<file path="config.mk">
export PLATFORM = sky130hd
export DESIGN_NAME = osc_stabilization_timer
export DESIGN_NICKNAME = d
export VERILOG_FILES = /design/src/core/osc_settle_pkg.sv /design/src/core/settle_cnt_if.sv /design/src/core/osc_settle_counter.sv /design/src/core/osc_stabilization_timer.sv
export SDC_FILE = /design/constraint.sdc
export NUM_CORES = 1
export LEC_CHECK = 0
export BUFFER_PORTS_ARGS = -buffer_cell sky130_fd_sc_hd__buf_2
export CORE_MARGIN = 2
export CORE_UTILIZATION = 28
export CTS_CLUSTER_SIZE = 25
export DETAILED_ROUTE_END_ITERATION = 8
export HOLD_SLACK_MARGIN = 0.05
export PLACE_DENSITY_LB_ADDON = 0.1
export SETUP_SLACK_MARGIN = 0.5
export SLEW_MARGIN = 25
export SYNTH_ARGS = -nofsm -noshare
export SYNTH_HDL_FRONTEND = slang
export SYNTH_HIERARCHICAL = 1
export SYNTH_SLANG_ARGS = --single-unit
</file>
<file path="constraint.sdc">
create_clock -name clk -period 6 [get_ports clk]
set_clock_uncertainty 0.2 [all_clocks]
set_input_delay 0.3 -clock clk [delete_from_list [all_inputs] [get_ports clk]]
set_output_delay 0.3 -clock clk [all_outputs]
set_load 0.05 [all_outputs]
</file>
<file path="src/core/osc_settle_pkg.sv">
// Package with register map, thresholds and mode types of the oscillator settle timer
package osc_settle_pkg;
  // Register addresses and reset values
  localparam logic [15:0] SETTLE_STATUS_ADDR = 16'hFFA3;
  localparam logic [15:0] SETTLE_SELECT_ADDR = 16'hFFA4;
  localparam logic [7:0] SETTLE_STATUS_RST = 8'h00;
  localparam logic [2:0] SETTLE_SELECT_RST = 3'h5;
  // Field layout: select field is bits 2..0, status flags bits 4..0
  localparam int SEL_MSB = 2;
  localparam int FLAG_CNT = 5;
  localparam int CNT_W = 17;
  // Thresholds in crystal cycles, index 0..4 = 2^11, 2^13, 2^14, 2^15, 2^16
  localparam logic [4:0][16:0] SETTLE_THR = {
    17'h1_0000, 17'h0_8000, 17'h0_4000, 17'h0_2000, 17'h0_0800};
  // Legal select codes
  localparam logic [2:0] SEL_2P11 = 3'h1;
  localparam logic [2:0] SEL_2P13 = 3'h2;
  localparam logic [2:0] SEL_2P14 = 3'h3;
  localparam logic [2:0] SEL_2P15 = 3'h4;
  localparam logic [2:0] SEL_2P16 = 3'h5;

  // Source of the CPU clock
  typedef enum logic [1:0] {
    CPU_ON_FAST,
    CPU_ON_CRYSTAL,
    CPU_ON_EXT,
    CPU_ON_SUB
  } cpu_src_t;

  // Standby mode of the CPU
  typedef enum logic [1:0] {
    MODE_RUN,
    MODE_HALT,
    MODE_STOP,
    MODE_SETTLE
  } mode_t;

  // Select code to threshold index; illegal codes fall back to the longest wait
  function automatic logic [2:0] sel_to_idx(input logic [2:0] code);
    logic [2:0] idx;
    idx = 3'h4;
    unique case (code)
      SEL_2P11: idx = 3'h0;
      SEL_2P13: idx = 3'h1;
      SEL_2P14: idx = 3'h2;
      SEL_2P15: idx = 3'h3;
      default: idx = 3'h4;
    endcase
    return idx;
  endfunction
endpackage

</file>
<file path="src/core/settle_cnt_if.sv">
// Interface between the standby controller and the settle counter
interface settle_cnt_if;
  logic clr;
  logic run;
  logic tick;
  logic [2:0] limitIdx;
  logic [4:0] flags;
  logic done;
  modport ctl (output clr, output run, output tick, output limitIdx, input flags, input done);
  modport cnt (input clr, input run, input tick, input limitIdx, output flags, output done);
endinterface

</file>
<file path="src/core/osc_settle_counter.sv">
// Crystal cycle counter with sticky threshold flags
module osc_settle_counter
  import osc_settle_pkg::*;
(
  input wire logic clk,
  input wire logic sys_rst,
  settle_cnt_if.cnt cnt
);
  logic [CNT_W-1:0] count_reg, count_next;
  logic [FLAG_CNT-1:0] flags_reg, flags_next;
  logic done_reg, done_next;
  logic [CNT_W-1:0] limit;

  assign limit = SETTLE_THR[cnt.limitIdx];

  // Count crystal edges from zero, stopping at the selected wait
  always_comb begin
    count_next = count_reg;
    if (cnt.clr) begin
      count_next = '0;
    end else if (cnt.run && cnt.tick && count_reg < limit) begin
      count_next = count_reg + 17'h0_0001;
    end
    done_next = !cnt.clr && (count_next >= limit);
  end

  // Flags fill from the shortest threshold and stay set until cleared
  generate
    for (genvar i = 0; i < FLAG_CNT; i++) begin : g_flag
      always_comb begin
        flags_next[i] = cnt.clr ? 1'b0 : (flags_reg[i] | (count_reg >= SETTLE_THR[i]));
      end
    end
  endgenerate

  // Register the counter state
  always_ff @(posedge clk or posedge sys_rst) begin
    if (sys_rst) begin
      count_reg <= '0;
      flags_reg <= '0;
      done_reg <= 1'b0;
    end else begin
      count_reg <= count_next;
      flags_reg <= flags_next;
      done_reg <= done_next;
    end
  end

  assign cnt.flags = flags_reg;
  assign cnt.done = done_reg;
endmodule // osc_settle_counter

</file>
<file path="src/core/osc_stabilization_timer.sv">
// Oscillator settle timer with status/select registers and standby clock gating
// Summary of operation
// - Status flags set in order and stay set
// - Status register read-only at FFA3, resets zero
// - Status cleared on reset, STOP, stop-control
// - Counter stops at the selected wait time
// - Waiting begins only after oscillation starts
// - Crystal CPU held after STOP until wait
// - Select register at FFA4, resets to 05h
// - Codes 1 to 5 pick 2^11..2^16 cycles
// - HALT entered from any CPU clock source
// - HALT gates the CPU clock off
// - Fast oscillator and a crystal or external CPU source keep running
// - Sub, slow and crystal clocks keep their pre-HALT run state
// - External clock path follows applied input
module osc_stabilization_timer
  import osc_settle_pkg::*;
(
  input wire logic clk,
  input wire logic sys_rst,
  input wire logic [15:0] busAddr,
  input wire logic busWrEn,
  input wire logic busRdEn,
  input wire logic [7:0] busWrData,
  output logic [7:0] busRdData,
  input wire logic haltExec,
  input wire logic stopExec,
  input wire logic wakeReq,
  input wire osc_settle_pkg::cpu_src_t cpuSrc,
  input wire logic crystal_clk,
  input wire logic crystalOscStarted,
  input wire logic main_osc_stop_ctl,
  input wire logic subClkReq,
  input wire logic slowClkReq,
  input wire logic extClkApplied,
  output logic cpuClkEn,
  output logic cpuHold,
  output logic internal_fast_clk_on,
  output logic crystal_osc_on,
  output logic ext_clk_on,
  output logic sub_clk_on,
  output logic internal_slow_clk_on
);
  import osc_settle_pkg::*;

  settle_cnt_if cnt ();

  mode_t mode_reg, mode_next;
  logic [SEL_MSB:0] settle_select_reg, settle_select_next;
  logic [7:0] rdData_reg, rdData_next;
  logic crystalPrev_reg;
  logic subHeld_reg, subHeld_next;
  logic slowHeld_reg, slowHeld_next;
  logic crystalHeld_reg, crystalHeld_next;
  logic cpuClkEn_reg, cpuClkEn_next;
  logic cpuHold_reg, cpuHold_next;
  logic fastOn_reg, fastOn_next;
  logic crystalOn_reg, crystalOn_next;
  logic extOn_reg, extOn_next;
  logic subOn_reg, subOn_next;
  logic slowOn_reg, slowOn_next;
  logic stopTake;
  logic settled_2p11_flag, settled_2p13_flag, settled_2p14_flag;
  logic settled_2p15_flag, settled_2p16_flag;
  logic [7:0] settle_status_reg;

  // Standby sequencing; STOP is refused while the CPU runs on the sub clock
  always_comb begin
    mode_next = mode_reg;
    stopTake = 1'b0;
    unique case (mode_reg)
      MODE_RUN: begin
        if (haltExec) begin
          mode_next = MODE_HALT;
        end else if (stopExec && cpuSrc != CPU_ON_SUB) begin
          mode_next = MODE_STOP;
          stopTake = 1'b1;
        end
      end
      MODE_HALT: begin
        if (wakeReq) begin
          mode_next = MODE_RUN;
        end
      end
      MODE_STOP: begin
        if (wakeReq) begin
          mode_next = (cpuSrc == CPU_ON_CRYSTAL) ? MODE_SETTLE : MODE_RUN;
        end
      end
      MODE_SETTLE: begin
        if (cnt.done) begin
          mode_next = MODE_RUN;
        end
      end
    endcase
  end

  // Counter control: the wait counts crystal edges only once oscillation is up
  assign cnt.clr = stopTake || main_osc_stop_ctl;
  assign cnt.run = crystalOscStarted && crystalOn_reg && mode_reg != MODE_STOP;
  assign cnt.tick = crystal_clk && !crystalPrev_reg;
  assign cnt.limitIdx = sel_to_idx(settle_select_reg);

  osc_settle_counter u_counter (
    .clk(clk),
    .sys_rst(sys_rst),
    .cnt(cnt)
  );

  // Status layout: shortest threshold in bit 4, upper bits read zero
  assign settled_2p11_flag = cnt.flags[0];
  assign settled_2p13_flag = cnt.flags[1];
  assign settled_2p14_flag = cnt.flags[2];
  assign settled_2p15_flag = cnt.flags[3];
  assign settled_2p16_flag = cnt.flags[4];
  assign settle_status_reg = {3'h0, settled_2p11_flag, settled_2p13_flag,
    settled_2p14_flag, settled_2p15_flag, settled_2p16_flag};

  // Register bus: select is byte-written; status ignores writes
  always_comb begin
    settle_select_next = settle_select_reg;
    if (busWrEn && busAddr == SETTLE_SELECT_ADDR) begin
      settle_select_next = busWrData[SEL_MSB:0];
    end
    rdData_next = rdData_reg;
    if (busRdEn) begin
      unique case (busAddr)
        SETTLE_STATUS_ADDR: rdData_next = settle_status_reg;
        SETTLE_SELECT_ADDR: rdData_next = {5'h00, settle_select_reg};
        default: rdData_next = 8'h00;
      endcase
    end
  end

  // Clock run states; held copies are frozen while in HALT
  always_comb begin
    subHeld_next = (mode_reg == MODE_HALT) ? subHeld_reg : subClkReq;
    slowHeld_next = (mode_reg == MODE_HALT) ? slowHeld_reg : slowClkReq;
    crystalHeld_next = (mode_reg == MODE_HALT) ? crystalHeld_reg : !main_osc_stop_ctl;
    cpuClkEn_next = (mode_next == MODE_RUN);
    cpuHold_next = (mode_next == MODE_SETTLE);
    fastOn_next = (mode_next != MODE_STOP);
    crystalOn_next = !main_osc_stop_ctl || cpuSrc == CPU_ON_CRYSTAL;
    extOn_next = extClkApplied;
    subOn_next = subClkReq;
    slowOn_next = slowClkReq;
    if (mode_next == MODE_STOP) begin
      crystalOn_next = 1'b0;
    end else if (mode_next == MODE_HALT) begin
      // A crystal or external CPU source cannot stop; sub, slow and crystal keep their pre-HALT state, external follows its input
      crystalOn_next = (cpuSrc == CPU_ON_CRYSTAL) || crystalHeld_next;
      extOn_next = (cpuSrc == CPU_ON_EXT) || extClkApplied;
      subOn_next = subHeld_next;
      slowOn_next = slowHeld_next;
    end
  end

  // Register all control state
  always_ff @(posedge clk or posedge sys_rst) begin
    if (sys_rst) begin
      mode_reg <= MODE_RUN;
      settle_select_reg <= SETTLE_SELECT_RST;
      rdData_reg <= SETTLE_STATUS_RST;
      crystalPrev_reg <= 1'b0;
      subHeld_reg <= 1'b0;
      slowHeld_reg <= 1'b0;
      crystalHeld_reg <= 1'b0;
      cpuClkEn_reg <= 1'b1;
      cpuHold_reg <= 1'b0;
      fastOn_reg <= 1'b1;
      crystalOn_reg <= 1'b0;
      extOn_reg <= 1'b0;
      subOn_reg <= 1'b0;
      slowOn_reg <= 1'b0;
    end else begin
      mode_reg <= mode_next;
      settle_select_reg <= settle_select_next;
      rdData_reg <= rdData_next;
      crystalPrev_reg <= crystal_clk;
      subHeld_reg <= subHeld_next;
      slowHeld_reg <= slowHeld_next;
      crystalHeld_reg <= crystalHeld_next;
      cpuClkEn_reg <= cpuClkEn_next;
      cpuHold_reg <= cpuHold_next;
      fastOn_reg <= fastOn_next;
      crystalOn_reg <= crystalOn_next;
      extOn_reg <= extOn_next;
      subOn_reg <= subOn_next;
      slowOn_reg <= slowOn_next;
    end
  end

  // Outputs come straight from flops
  assign busRdData = rdData_reg;
  assign cpuClkEn = cpuClkEn_reg;
  assign cpuHold = cpuHold_reg;
  assign internal_fast_clk_on = fastOn_reg;
  assign crystal_osc_on = crystalOn_reg;
  assign ext_clk_on = extOn_reg;
  assign sub_clk_on = subOn_reg;
  assign internal_slow_clk_on = slowOn_reg;
endmodule // osc_stabilization_timer

</file>
==> impl_metrics.ini, run 1 <==
[run]
maxCapViolCount = 0

[worst_setup_path]
cp_data_arrival_time_ps = 4460
crit_type = flip-flop to flip-flop
cp_max_fo = 5
cp-start-kind = flip-flop
end_kind = flip-flop
worstRegToRegCells = 18
critical_path_required_ps = 6020

[final_layout]
fin_cells = 403
area_growth_pct = 19.67
largest_reg_flops = 17
drive_gt1_share_pct = 26.44
nets = 345
num_antenna_cells = 0

[routing]
vias = 1843
vias_per_cell = 4.573
detail_route.first_pass.iterations = 4
avgRoutedWirePerCell_um = 13.22
ant_nets = 0
drc_errors = 0
drt_wl_total_um = 5326
drt_iter0_drc = 55

[clocking]
clock_latency_ps = 290
h-tree-depth = 2
cts.sinks = 44
cts_root_buf = clkbuf_8
tritoncts = yes
cts_buffers = 5
cts.path.max_buffers = 2
clk_pin_slew_ps = 90

[grt]
met1_usage_pct = 16.73
grt_pass1_vias = 1892
grt.busiest_layer = met2
grtUsageTotal_pct = 11.78
grt_max_degree = 27
use_met2_pct = 18.30
antenna_found_initial = 0
use_met3_pct = 2.590
overflow = 0
grt_pass1_wl_um = 9142

[run_status]
run_status = finished, final reports clean

[synthesis]
yosysUniqueCellTypes = 53
yosysSeqAreaShare_pct = 45.29
syn-cell-area_mm2 = 0.002442
synth-seq-cells = 44
ys.flop_type = dfrtp_1
yosysWarnings = 6
synth-async-reset-ratio_pct = 100.0
avgSynthCellArea_um2 = 10.18
synth_edf_count = 0
synthCells = 240

[die]
die_w_um = 97.40
ios = 54
design.die.area_mm2 = 0.009486
die_h_um = 97.40
row_count = 34
core_area_mm2 = 0.008593
initial_utilization_pct = 28.42

[sta]
drv_slew = 0
finalSetupTns_ps = 0
rsz0062_at_grt = false
fin_crit_sh_pct = 74.01
worst_pin_slew_ps = 840.4
min_period_ps = 4440
clock.fmax_ghz = 0.2252
slew_headroom_pct = 43.63
hold_viol = 0
finalSetupViolations = 0

[hold_path]
min_delay_path_depth = 2
hp-class = primary input to flip-flop

[power_and_ir_drop]
p_per_area_mw_per_mm2 = 259.0
p_leak_nw = 1.303
vdd_drop_max_mv = 0.09516

[place]
finalWeightedCongestion = 0.7403
io_buffer_count = 45
hpwl_um = 4003
dp_cells = 389
## worst max-delay path, cell delays in order, from the launching register on
cell and delay [ps]:
dfstp_2 590, nor2_1 70, xor2_1 240, inv_1 150, nand3b_1 160, ha_1 260, a21oi_1 180, o211ai_1 220
nor4_4 380, nor2b_1 240, nand2_1 110, xor2_1 150, nor2_1 70, ha_1 300, nand4_1 130, nor3b_1 240
o2111ai_1 150, nor4_1 300, a31o_1 220
## layout make-up
class	count	area, um^2
fillers	926	5670
multi-input cells	172	1226
flip-flops and latches	44	1106
repair buffers	53	302.8
well taps	108	135.1
inverters	19	71.32
clock buffers	5	68.82
clock inverters	2	12.51
## logic make-up (layout without fill, tap and decap cells)
logic type      after synthesis  count (layout)  synth area share [%]
simple gates                 98              98                 22.90
flops                        44              44                 45.29
compound gates               33              33                 10.14
buf+inv                      26              79                 4.815
xor+xnor                     16              16                 5.738
fa+ha+maj                    11              11                 5.635
mux                          11              11                 5.328
other cells                   1               3                0.1535
## placed cells by master (no fill, tap or decap), drive strengths merged, types with 7 or more instances in the layout
cell type    instances
nor2                28
xnor2                9
mux2                 7
ha                  11
nor3                 9
dlygate4sd3          7
xor2                 7
nor4                 7
buf                 46
nand2               22
nand3                8
inv                 18
dfrtp               40
a21oi                8
## power by group
group | switching [W] | internal (W) | total [W] | leakage (nW)
clock | 0.000103 | 0.0000791 | 0.000182 | 0.0400
combinational | 0.000145 | 0.0000700 | 0.000215 | 0.687
sequential | 0.0000229 | 0.000337 | 0.000360 | 0.577
## what timing repair did
| action | CTS | global route |
|---|---|---|
| hold endpoints to repair | 46 | 0 |
| buffers inserted | 0 | 0 |
| resized for setup | 0 | 0 |
| hold buffers | 7 | 0 |
## routing by layer
layer,part of all wire (%),vias up,wire length [um]
li1,-,939,-
met1,51,879,2691
met4,0.68,0,36
met5,0,-,0
met2,46,23,2441
met3,2.9,2,156
## per-stage QoR
stage	setup slack (ps)	power (W)	utilization [%]	hold WS (ps)	instance area, um^2
after floorplan	2278	0.0005284	-	73.56	2450
after global placement	1505	0.0005805	32.25	220.2	2771
after detailed placement	1584	0.0005808	32.25	224.1	2771
after CTS	1539	0.0007740	34.01	56.18	2923
after global routing	1043	0.0008063	34.01	59.09	2923
final	1560	0.0007570	34.01	62.75	2923
## cell usage after synthesis (2+ instances only)
master      n  share of area, %
o2111ai_1   2              0.72
ha_1       11               5.6
nand2_1    22               3.4
nand3_1     8               1.6
a22oi_1     3              0.92
buf_4       5               1.5
xnor2_1     9               3.2
nor4_1      4               1.0
a21oi_1     6               1.2
nor2_1     27               4.1
nor3_1      8               1.6
nand4_1     4               1.0
dfstp_2     4               4.3
a21o_1      5               1.5
xor2_1      7               2.5
nor4_4      2               1.7
mux2i_1     4               1.6
mux2_2      4               1.8
o21ai_0     2              0.41
inv_1      19               2.9
nor2b_1     5               1.3
mux2_4      3               1.8
o22ai_1     5               1.3
a31o_1      2              0.72
dfrtp_1    40                41
nand2b_1    2              0.51
## final timing paths
kind | slack (ps) | end | startpoint
min in group asynchronous | 430 | u_counter/cnt.flags[0]$_DFF_PP0_ | sys_rst
max | 1560 | u_counter/cnt.done$_DFF_PP0_ | settle_select_reg[0]$_DFFE_PP1P_
max in group asynchronous | 4570 | mode_reg[0]$_DFF_PP0_ | sys_rst
min reg2reg | 300 | crystalHeld_reg$_DFF_PP0_ | crystalHeld_reg$_DFF_PP0_
max reg2reg | 1560 | u_counter/cnt.done$_DFF_PP0_ | settle_select_reg[0]$_DFFE_PP1P_
min | 60 | sub_clk_on$_DFF_PP0_ | subClkReq
Power figures use the tool's default switching activity.
==> run 2, diff against run 1 <==
clock period = 3.9 ns   (was 6 ns; I/O delays follow)
==> run 2 against run 1 <==
Effect of this change:
- the flow now finishes with violations (setup timing)
- die area unchanged
- via count up 5.0%
- utilization up 3.5 points
- design area up 10%
- total power up 68%
- sequential power up 48%
- register-to-register slack worse by 1600 ps
- final cell count up 6.5%
- maximum frequency up 13%
- worst setup slack worse by 1600 ps
- critical endpoint unchanged
- largest power group unchanged
- highest routed layer unchanged
==> impl_metrics.ini, run 2 (synthesized netlist as in run 1, its figures left out) <==
[run_status]
run_status = finished, violations left
violations = setup timing

[run]
maxCapViolCount = 0

[clocking]
cts.path.max_buffers = 2
h-tree-depth = 2
cts_root_buf = clkbuf_8
tritoncts = yes
cts_buffers = 5
clk_pin_slew_ps = 100
clock_latency_ps = 300
cts.sinks = 44

[routing]
ant_nets = 0
detail_route.first_pass.iterations = 4
drc_errors = 0
drt_iter0_drc = 83
vias = 1936
drt_wl_total_um = 5600
vias_per_cell = 4.513
avgRoutedWirePerCell_um = 13.05

[final_layout]
final_common_cell = buf_2
area_growth_pct = 32.02
num_antenna_cells = 0
mostFrequentLayoutCells = buf_2, dfrtp_1, nor2_1
drive_gt1_share_pct = 34.27
nets = 370
largest_reg_flops = 17

[worst_setup_path]
critical_path_required_ps = 3940
crit_type = flip-flop to flip-flop
crit_slowest_cell = dfstp_2
path_cells = nand2b_4 -> mux2i_2 -> nand3b_1 -> ha_1 -> a21oi_2 -> o211ai_1 -> nor4_4 -> nor2b_4 -> nand2_1 -> xor2_1 -> nor2_1 -> ha_1 -> nand4_1 -> nor3b_2 -> o2111ai_2 -> nor4_2 -> a31o_1
cp_data_arrival_time_ps = 3970
cp_max_fo = 4
cp-start-kind = flip-flop
slowest_delay_ps = 590
end_kind = flip-flop
path_common_cell = ha_1

[die]
die_w_um = 97.40
row_count = 34
initial_utilization_pct = 28.42
ios = 54
design.die.area_mm2 = 0.009486
die_h_um = 97.40
core_area_mm2 = 0.008593

[grt]
grt.busiest_layer = met2
grtUsageTotal_pct = 12.46
antenna_found_initial = 0
use_met2_pct = 19.89
grt_max_degree = 24
overflow = 0
use_met3_pct = 2.662
met1_usage_pct = 17.60
grt_pass1_wl_um = 9735
grt_pass1_vias = 2024

[power_and_ir_drop]
vdd_drop_max_mv = 0.1682
p_total_w = 0.001274
p_per_area_mw_per_mm2 = 395.2
p_leak_nw = 1.445

[sta]
fin_crit_sh_pct = 100.6
finalSetupViolations = 1
whs_ps = 49.27
clock.fmax_ghz = 0.2548
min_period_ps = 3925
worst_pin_slew_ps = 869.3
postLayoutSetupSlackWorst_ps = -24.61
rsz0062_at_grt = true
drv_slew = 0
hold_viol = 0
finalSetupTns_ps = -24.61
slew_headroom_pct = 41.98

[place]
place_ws_ps = -93.51
finalWeightedCongestion = 0.7680
hpwl_um = 4247
io_buffer_count = 45

[hold_path]
hp-class = primary input to flip-flop
run 2: changes by cell type in the layout (fill, tap and decap cells not counted), sizes merged:
| cell | previous run | this run |
|---|---|---|
| buf | 46 | 65 |
| dlygate4sd3 | 7 | 13 |
| clkinv | 2 | 0 |
| inv | 18 | 20 |
| bufinv | 0 | 1 |
run 2: layout make-up:
class                   count  area (um^2)
clock buffers               5        68.82
well taps                 108        135.1
clock inverters             3        46.29
flip-flops and latches     44         1106
inverters                  19        71.32
repair buffers             78        505.5
fillers                   861         5369
multi-input cells         172         1291
run 2: worst paths after layout:
path                                                         end  slack, ps                        startpoint  cells past startpoint
worst max-delay path                u_counter/cnt.done$_DFF_PP0_        -20  settle_select_reg[2]$_DFFE_PP1P_                     17
worst min-delay path                       mode_reg[1]$_DFF_PP0_         50                          stopExec                      3
worst max register to register      u_counter/cnt.done$_DFF_PP0_        -20  settle_select_reg[2]$_DFFE_PP1P_                     17
worst min register to register         crystalHeld_reg$_DFF_PP0_        290         crystalHeld_reg$_DFF_PP0_                      2
max in group asynchronous                   ext_clk_on$_DFF_PP0_       2520                           sys_rst                      3
min in group asynchronous       u_counter/cnt.flags[0]$_DFF_PP0_        280                           sys_rst                      3
run 2: metrics by stage:
step	instances	util [%]	area, um^2
after floorplan	242	-	2460
after CTS	429	37.36	3211
final	429	37.52	3224
after detailed placement	406	33.85	2909
after global routing	429	37.52	3224
after global placement	406	33.85	2909
run 2: repair_timing:
item	CTS	global route
hold buffers	13	0
pin swaps	5	1
gates resized for setup	6	3
endpoints found under the setup margin	1	1
setup buffers	2	0
endpoints found under the hold margin	55	0
run 2: layer usage:
metal  share of wire [%]  vias up
li1                    -      992
met1                  50      909
met2                  46       33
met3                 3.5        2
met4                0.34        0
met5                   0        -
run 2: critical path: cells and delay by family, from the launching register on:
family	cells	cell delay, ps
AOI/OAI and AO/OA	4	660
adders and majority gates	2	630
xor gates and xnor gates	1	130
and+or+nand+nor	9	1390
DFF	1	590
muxes	1	270
run 2: power breakdown:
| group | switching [W] | internal, W | total, W |
|---|---|---|---|
| clock network | 0.000171 | 0.000193 | 0.000364 |
| logic | 0.000249 | 0.000127 | 0.000376 |
| registers | 0.0000164 | 0.000518 | 0.000534 |
| total | 0.000437 | 0.000838 | 0.00127 |
